$ cat config.mk
export PLATFORM = sky130hd
export DESIGN_NAME = dmacc_top
export DESIGN_NICKNAME = d
export VERILOG_FILES = /design/src/dmacc_pkg.sv /design/src/dmacc_match.sv /design/src/dmacc_top.sv
export SDC_FILE = /design/constraint.sdc
export NUM_CORES = 1
export LEC_CHECK = 0
export BUFFER_PORTS_ARGS = -buffer_cell sky130_fd_sc_hd__buf_2
export CELL_PAD_IN_SITES_DETAIL_PLACEMENT = 1
export CELL_PAD_IN_SITES_GLOBAL_PLACEMENT = 1
export CORE_MARGIN = 5
export CORE_UTILIZATION = 40
export CTS_CLUSTER_SIZE = 25
export DETAILED_ROUTE_END_ITERATION = 6
export PLACE_DENSITY_LB_ADDON = 0.1
export SYNTH_ARGS = -nofsm -noshare
export SYNTH_HDL_FRONTEND = slang
export SYNTH_SLANG_ARGS = --single-unit
$ cat constraint.sdc
create_clock -name i_core_clk -period 3.3 [get_ports i_core_clk]
set_input_delay 0.165 -clock i_core_clk [delete_from_list [all_inputs] [get_ports i_core_clk]]
set_output_delay 0.165 -clock i_core_clk [all_outputs]
set_load 0.1 [all_outputs]
$ cat src/dmacc_pkg.sv
package dmacc_pkg;
  localparam logic [7:0] DMACC_ADDR_CTL = 8'h00;
  localparam logic [7:0] DMACC_ADDR_SSIZ = 8'h04;
  localparam logic [7:0] DMACC_ADDR_PAT = 8'h08;
  localparam logic [7:0] DMACC_ADDR_STAT = 8'h0C;
  localparam int DMACC_IGN_LSB = 24;
  localparam int DMACC_BUSY_BIT = 15;
  localparam int DMACC_IGNEN_BIT = 13;
  localparam int DMACC_PATLEN_BIT = 11;
  localparam int DMACC_CHNS_BIT = 8;
  localparam int DMACC_EN_BIT = 7;
  localparam int DMACC_AED_BIT = 6;
  localparam int DMACC_CHN_BIT = 5;
  localparam int DMACC_STAT_ACT_BIT = 0;
  localparam int DMACC_STAT_PEND_BIT = 1;
  localparam int DMACC_STAT_HIT_BIT = 2;
  localparam int DMACC_STAT_CNT_LSB = 3;
  localparam logic [31:0] DMACC_CTL_WMASK = 32'hFF0029E0;
  localparam logic [31:0] DMACC_CTL_RST = 32'h00000000;
  localparam logic [15:0] DMACC_SSIZ_RST = 16'h0000;
  localparam logic [15:0] DMACC_PAT_RST = 16'h0000;
  localparam logic [2:0] DMACC_XFER_CYCLES = 3'h4;
  typedef enum logic [1:0] {
    DMACC_IDLE = 2'b00,
    DMACC_XFER = 2'b01,
    DMACC_DRAIN = 2'b10
  } dmacc_state_t;
  typedef struct packed {
    logic [7:0] ign;
    logic ign_en;
    logic pat_len;
    logic chn_sel;
    logic en;
    logic aed;
    logic chn;
  } dmacc_ctl_t;
endpackage : dmacc_pkg

$ cat src/dmacc_match.sv
`timescale 1ns/1ps
module dmacc_match
  import dmacc_pkg::*;
(
  // Pattern setup
  input wire logic [15:0] i_pat,
  input wire logic [7:0] i_ign,
  input wire logic i_ign_en,
  input wire logic i_pat_len,
  // Read data
  input wire logic [15:0] i_data,
  output logic o_hit
);
  logic [1:0] pos_ok;
  genvar g;
  generate
    for (g = 0; g < 2; g++)
    begin : g_pos
      assign pos_ok[g] = (i_data[8*g +: 8] == i_pat[8*g +: 8])
        || (i_ign_en && i_data[8*g +: 8] == i_ign);
    end
  endgenerate
  // Upper position only counts for two-byte patterns
  assign o_hit = pos_ok[0] && (pos_ok[1] || !i_pat_len);
endmodule : dmacc_match

$ cat src/dmacc_top.sv
`timescale 1ns/1ps
module dmacc_top
  import dmacc_pkg::*;
(
  // Clock and reset
  input wire logic i_core_clk,
  input wire logic i_nrst,
  input wire logic i_ce,
  // Register port
  input wire logic [7:0] i_addr,
  input wire logic [31:0] i_wdata,
  input wire logic i_wr,
  input wire logic i_rd,
  output logic [31:0] o_rdata,
  // Channel events from same-clock logic
  input wire logic i_start,
  input wire logic i_abort,
  input wire logic i_done_lower,
  input wire logic i_done_higher,
  // Data read stream
  input wire logic i_data_vld,
  input wire logic [15:0] i_data,
  // Status
  output logic o_busy,
  output logic o_xfer_active,
  output logic o_pat_hit,
  output logic o_done
);
  dmacc_ctl_t ctl_reg, ctl_next;
  logic [15:0] ssiz_reg, ssiz_next;
  logic [15:0] pat_reg, pat_next;
  logic [15:0] cnt_reg, cnt_next;
  logic [2:0] beat_reg, beat_next;
  dmacc_state_t st_reg, st_next;
  logic pend_reg, pend_next;
  logic [31:0] rdata_reg, rdata_next;
  logic busy_reg, busy_next;
  logic act_reg, act_next;
  logic hit_reg, hit_next;
  logic done_reg, done_next;
  logic hit_comb;
  logic chain_evt;
  logic wr_ctl;
  logic [31:0] ctl_word;
  logic [31:0] stat_word;
  logic evt_ok;
  logic start_ok;
  logic abort_ok;
  logic [15:0] step;
  logic [16:0] cnt_sum;
  logic size_end;

  dmacc_match u_match (
    .i_pat(pat_reg),
    .i_ign(ctl_reg.ign),
    .i_ign_en(ctl_reg.ign_en),
    .i_pat_len(ctl_reg.pat_len),
    .i_data(i_data),
    .o_hit(hit_comb)
  );

  assign wr_ctl = i_wr && (i_addr == DMACC_ADDR_CTL);
  // Chaining source chosen by direction bit, only when chaining allowed
  assign chain_evt = ctl_reg.chn
    && (ctl_reg.chn_sel ? i_done_lower : i_done_higher);

  // Start and abort share one gate: a disabled channel drops both unless allowed
  assign evt_ok = ctl_reg.en || ctl_reg.aed;
  assign start_ok = i_start && evt_ok;
  assign abort_ok = i_abort && evt_ok;

  // A two-byte pattern consumes a byte pair per beat
  assign step = ctl_reg.pat_len ? 16'h0002 : 16'h0001;
  // Carry kept so an all-ones size still ends in two-byte mode
  assign cnt_sum = {1'b0, cnt_reg} + {1'b0, step};
  assign size_end = cnt_sum >= {1'b0, ssiz_reg};

  always_comb
  begin
    ctl_word = 32'h00000000;
    ctl_word[DMACC_IGN_LSB +: 8] = ctl_reg.ign;
    ctl_word[DMACC_BUSY_BIT] = busy_reg;
    ctl_word[DMACC_IGNEN_BIT] = ctl_reg.ign_en;
    ctl_word[DMACC_PATLEN_BIT] = ctl_reg.pat_len;
    ctl_word[DMACC_CHNS_BIT] = ctl_reg.chn_sel;
    ctl_word[DMACC_EN_BIT] = ctl_reg.en;
    ctl_word[DMACC_AED_BIT] = ctl_reg.aed;
    ctl_word[DMACC_CHN_BIT] = ctl_reg.chn;
  end

  always_comb
  begin
    stat_word = 32'h00000000;
    stat_word[DMACC_STAT_ACT_BIT] = act_reg;
    stat_word[DMACC_STAT_PEND_BIT] = pend_reg;
    stat_word[DMACC_STAT_HIT_BIT] = hit_reg;
    stat_word[DMACC_STAT_CNT_LSB +: 16] = cnt_reg;
  end

  // Register file
  always_comb
  begin
    ctl_next = ctl_reg;
    ssiz_next = ssiz_reg;
    pat_next = pat_reg;
    // A software write of the control word wins over a same-cycle chain event
    if (wr_ctl)
    begin
      // Only implemented positions are stored
      ctl_next.ign = i_wdata[DMACC_IGN_LSB +: 8];
      ctl_next.ign_en = i_wdata[DMACC_IGNEN_BIT];
      ctl_next.pat_len = i_wdata[DMACC_PATLEN_BIT];
      ctl_next.chn_sel = i_wdata[DMACC_CHNS_BIT];
      ctl_next.en = i_wdata[DMACC_EN_BIT];
      ctl_next.aed = i_wdata[DMACC_AED_BIT];
      ctl_next.chn = i_wdata[DMACC_CHN_BIT];
    end
    else if (chain_evt)
    begin
      ctl_next.en = 1'b1;
    end
    if (i_wr && i_addr == DMACC_ADDR_SSIZ)
    begin
      ssiz_next = i_wdata[15:0];
    end
    if (i_wr && i_addr == DMACC_ADDR_PAT)
    begin
      pat_next = i_wdata[15:0];
    end
  end

  always_ff @(posedge i_core_clk or negedge i_nrst)
  begin
    if (!i_nrst)
    begin
      ctl_reg <= dmacc_ctl_t'(DMACC_CTL_RST[13:0]);
      ssiz_reg <= DMACC_SSIZ_RST;
      pat_reg <= DMACC_PAT_RST;
    end
    else if (i_ce)
    begin
      ctl_reg <= ctl_next;
      ssiz_reg <= ssiz_next;
      pat_reg <= pat_next;
    end
  end

  // Read port: a word stands for the one cycle after the strobe, zero otherwise
  always_comb
  begin
    rdata_next = 32'h00000000;
    if (i_rd)
    begin
      case (i_addr)
        DMACC_ADDR_CTL: rdata_next = ctl_word & (DMACC_CTL_WMASK
          | (32'h00000001 << DMACC_BUSY_BIT));
        DMACC_ADDR_SSIZ: rdata_next = {16'h0000, ssiz_reg};
        DMACC_ADDR_PAT: rdata_next = {16'h0000, pat_reg};
        DMACC_ADDR_STAT: rdata_next = stat_word;
        default: rdata_next = 32'h00000000;
      endcase
    end
  end

  always_ff @(posedge i_core_clk or negedge i_nrst)
  begin
    if (!i_nrst)
    begin
      rdata_reg <= 32'h00000000;
    end
    else if (i_ce)
    begin
      rdata_reg <= rdata_next;
    end
  end

  // Channel engine
  always_comb
  begin
    st_next = st_reg;
    pend_next = pend_reg;
    cnt_next = cnt_reg;
    beat_next = beat_reg;
    done_next = 1'b0;
    hit_next = hit_reg;
    if (start_ok)
    begin
      pend_next = 1'b1;
    end
    if (abort_ok)
    begin
      pend_next = 1'b0;
      st_next = DMACC_IDLE;
      cnt_next = 16'h0000;
    end
    else
    begin
      case (st_reg)
        DMACC_IDLE:
        begin
          // A zero size never launches, so an unprogrammed channel stays idle
          if (ctl_reg.en && pend_reg && ssiz_reg != 16'h0000)
          begin
            st_next = DMACC_XFER;
            // A start taken on the launch edge queues the next buffer
            pend_next = start_ok;
            cnt_next = 16'h0000;
            hit_next = 1'b0;
            beat_next = DMACC_XFER_CYCLES;
          end
        end
        DMACC_XFER:
        begin
          // A started beat is carried to its end unless aborted; a cleared enable then parks the buffer in DRAIN
          if (beat_reg != 3'h0)
          begin
            beat_next = beat_reg - 3'h1;
          end
          else if (i_data_vld)
          begin
            cnt_next = cnt_sum[15:0];
            if (hit_comb)
            begin
              hit_next = 1'b1;
            end
            if (hit_comb || size_end)
            begin
              st_next = DMACC_IDLE;
              done_next = 1'b1;
            end
            else if (!ctl_reg.en)
            begin
              st_next = DMACC_DRAIN;
            end
            else
            begin
              beat_next = DMACC_XFER_CYCLES;
            end
          end
        end
        DMACC_DRAIN:
        begin
          // Suspended mid-buffer; resumes when enabled again
          if (ctl_reg.en)
          begin
            st_next = DMACC_XFER;
            beat_next = DMACC_XFER_CYCLES;
          end
        end
        // Unused code falls back to idle
        default: st_next = DMACC_IDLE;
      endcase
    end
  end

  always_ff @(posedge i_core_clk or negedge i_nrst)
  begin
    if (!i_nrst)
    begin
      st_reg <= DMACC_IDLE;
      pend_reg <= 1'b0;
      cnt_reg <= 16'h0000;
      beat_reg <= 3'h0;
      hit_reg <= 1'b0;
      done_reg <= 1'b0;
    end
    else if (i_ce)
    begin
      st_reg <= st_next;
      pend_reg <= pend_next;
      cnt_reg <= cnt_next;
      beat_reg <= beat_next;
      hit_reg <= hit_next;
      done_reg <= done_next;
    end
  end

  // Flags track the sequencer's next state so they move with it
  always_comb
  begin
    act_next = (st_next == DMACC_XFER);
    // Busy covers enabled state and the XFER state only; a buffer suspended in DRAIN is not busy
    busy_next = ctl_next.en || act_next;
  end

  always_ff @(posedge i_core_clk or negedge i_nrst)
  begin
    if (!i_nrst)
    begin
      act_reg <= 1'b0;
      busy_reg <= 1'b0;
    end
    else if (i_ce)
    begin
      act_reg <= act_next;
      busy_reg <= busy_next;
    end
  end

  assign o_rdata = rdata_reg;
  assign o_busy = busy_reg;
  assign o_xfer_active = act_reg;
  assign o_pat_hit = hit_reg;
  assign o_done = done_reg;
endmodule : dmacc_top

==> impl_results.md <==
* Yosys top cell area share at 42.3%
* Nets@finish at 787
* Crit path required time at ~3500 ps
* Worst slew pin tran at between 800 and 900 ps
* Final setup viols at 8
* P&R area growth vs syn at 24.4%
* Setup WS post-layout at -244 ps
* Area of the die at 17,100 µm²
* Post-synth cell types at 56
* CTS Sinks at 99
* FF-to-FF setup slack at -240 ps
* Clock Latency Late Sink at 350 ps
* Worst reg2reg startpoint: ctl_reg[4]
* GPL Wtd Cong at 0.861
* First-pass GRT wire length at 29,200 µm
* Tcrit/Tclk final at 107%
* Die Ht at between 100 and 150 µm
* Largest area contributor in the synthesized netlist: dfrtp_1
* Setup TNS at -1450 ps
* DRT Pass-1 Iters at 4
* CTS H-Tree Depth at 3
* Critical Path AT at 3780 ps
* Synth top area cells: dfrtp_1, mux2_2, xor2_1
* ANT nets after route at 0
* Vias in the first global route at between 5,000 and 6,000
* Reg2Reg Depth at 16
* Vias per cell at 5.58
* Hpwl dp at around 14,000 µm
* Port Buf Inserts at 88
* Layout Skew at 6.37 ps
* CTS Buffer Depth at 2
* Root Buffer: clkbuf_16
* Final Hold Viols at 0
* 1st-iter DRT viols at 236
* HP Class: input pin to flop
* PwrDens at ~480 nW/µm²
* Syn_area_per_cell at just over 10 µm²
* Cells along the critical path: ha_4, a21oi_2, nor2b_1, buf_4, nand3_4, nor4_4, and3_4, xor2_4, ha_4, nand4_1, nor4_2, nor4_4, o31ai_4, nor2_1, a311oi_1, a21oi_1
* CP Class: flop to flop
* CP endpoint kind: flop
* Max-Cap Viols at 0
* Static leakage at 3.56 nW
* Slew Limit Headroom at 46.0%
* Syn. warnings at 0
* Cell Area, Synth at 5850 µm²
* Worst Setup SP: ctl_reg[4]
* Drt wl/cell at 21.0 µm
* I/O Pins at 102
* Starting Density at between 40% and 50%
* Outcome: finished, violations left
* Violated checks: negative setup slack
* Fillers at 1,630
* GRT Overall Usage at 22.3%
* Synth Flop Type: dfrtp_1
* Max FFs per register at 27
* Yosys reg bits at 99
* Startpoint Class: flop
* Total power at 0.00350 W
* Die X at 131 µm
* Drt total wl at ~19,000 µm
* Slowest stage cell on the critical path: nor4_2
* Pins Over Slew Limit at 0
* Clk pin slew, worst setup/hold paths at approximately 70 ps
* Core ar. at 14,400 µm²
* EDFF count, synth at 0
* Ant. Diodes at 0
* Period minus WS final at between 3000 and 4000 ps
* RSZ-0062 raised after global routing: yes
* DP Area at roughly 6700 µm²
* TritonCTS clock tree: built
* Total gr overflow at 0
* Vias at between 4,000 and 5,000
* Hold WS at 43.2 ps
* DRC viols at 0
* Peak supply drop at 0.000271 V
* Crit-path max FO at 4
* Initial antenna violation count at 0
* Largest net degree at the start of global routing at between 40 and 50
* Seq/Total Area, Yosys at between 40% and 50%
* Fmax at 0.282 GHz
* Setup crit end: st_reg[0]
* Final instance area at about 7300 µm²
* CTS Buf Count at 9
* Slowest cell delay on critical path at 470 ps
* Layout cells sized above 1 at 35.4%
* Row count at 44
* Asr flop ratio synth at 100%
* RR Endpoint: st_reg[0]
* Gate Count Post-Synth at 569
[cell usage in the layout, fill, tap and decap left out, types with 5 or more instances in the layout]
cell type,synthesis,final
clkbuf_16,0,9
nand2_1,35,35
nand2b_1,7,7
o21ai_0,46,45
a21oi_1,25,21
a22o_1,21,21
nor2_1,16,14
xnor2_1,7,6
mux4_2,7,7
nor4_1,15,11
nand3_1,26,25
a31oi_1,14,14
buf_4,7,57
inv_1,43,42
o2bb2ai_1,5,5
conb_1,1,5
dfrtp_1,99,98
nand4_1,11,11
buf_2,10,87
mux2_4,10,10
mux2_2,31,31
ha_1,25,22
xor2_1,39,38
[through the flow]
stage                     util (%)  std cells  worst slack, ps
after global placement        46.6        858             -278
after global routing          50.4        884             -426
after detailed placement      46.6        858             -475
after CTS                     49.9        880             -178
final                         50.4        884             -244
after floorplan                  -        573             4.71
[what timing repair did]
item,4_1_cts,5_1_grt
setup buffers,6,4
setup endpoints to repair,8,8
gates resized for setup,27,9
endpoints found under the hold margin,43,0
hold buffers,1,0
pin swaps,18,14
[worst max-delay path, delay by kind of cell, from the launching register on]
kind / cells / cell delay [ps]
AO/OA/AOI/OAI: 4 / 560
XOR/XNOR: 1 / 80
adder cells (fa/ha/maj): 2 / 560
buffers and inverters: 1 / 140
flip-flops: 1 / 450
AND/OR/NAND/NOR: 8 / 1630
[worst min path at each step]
| stage | to | cells after the start | from |
|---|---|---|---|
| 6_report | ctl_reg[10] | 2 | i_wdata[28] |
| 5_1_grt | pat_reg[3] | 2 | i_wdata[3] |
| 4_1_cts | ctl_reg[10] | 2 | i_wdata[28] |
| 3_5_place_dp | ctl_reg[8] | 1 | i_nrst |
| 3_3_place_gp | ctl_reg[8] | 1 | i_nrst |
| 2_1_floorplan | beat_reg[0] | 0 | i_nrst |
[layout make-up]
class,count,area (µm²),area share (%)
Clock buffer,10,229,3.15
Clock inverter,6,42.5,0.585
Inverter,44,165,2.27
Multi-Input combinational cell,396,3260,44.8
Sequential cell,99,2480,34.1
Tap cell,184,230,3.16
Timing Repair Buffer,145,873,12.0
[where the power goes]
group / leakage, nW / total, W / internal, W / switching (W)
Sequential: 1.29 / 0.00141 / 0.00130 / 0.000117
Clock: 0.128 / 0.00101 / 0.000512 / 0.000495
Combinational: 2.14 / 0.00108 / 0.000401 / 0.000675
[synthesized netlist by cell type, types with 6 or more instances]
cell type	n
a22o_1	21
dfrtp_1	99
clkbuf_1	11
nand2b_1	7
buf_2	10
nor3_1	6
mux2_2	31
xnor2_1	7
o21ai_0	46
buf_4	7
inv_1	43
xor2_1	39
nor2_1	16
nand4_1	11
nand3_1	26
mux4_2	7
mux2_4	10
and3_1	7
nor4_1	15
ha_1	25
a21oi_1	25
nand2_1	35
a31oi_1	14
[kinds of logic after synthesis]
family,after synthesis,synth area share [%]
buffers and inverters,78,5.97
muxes,48,11.2
and+or+nand+nor,138,13.1
DFF,99,42.3
other,1,0.0641
xor gates and xnor gates,46,6.89
adders and majority gates,26,5.69
AOI/OAI and AO/OA,133,14.7
[routing by layer]
layer | global-route usage, % | wire (µm)
met1 | 29.2 | 8060
met2 | 37.5 | 9150
met3 | 3.09 | 890
met4 | 8.35 | 476
met5 | 0 | 0
(Power assumes the default switching activity.)
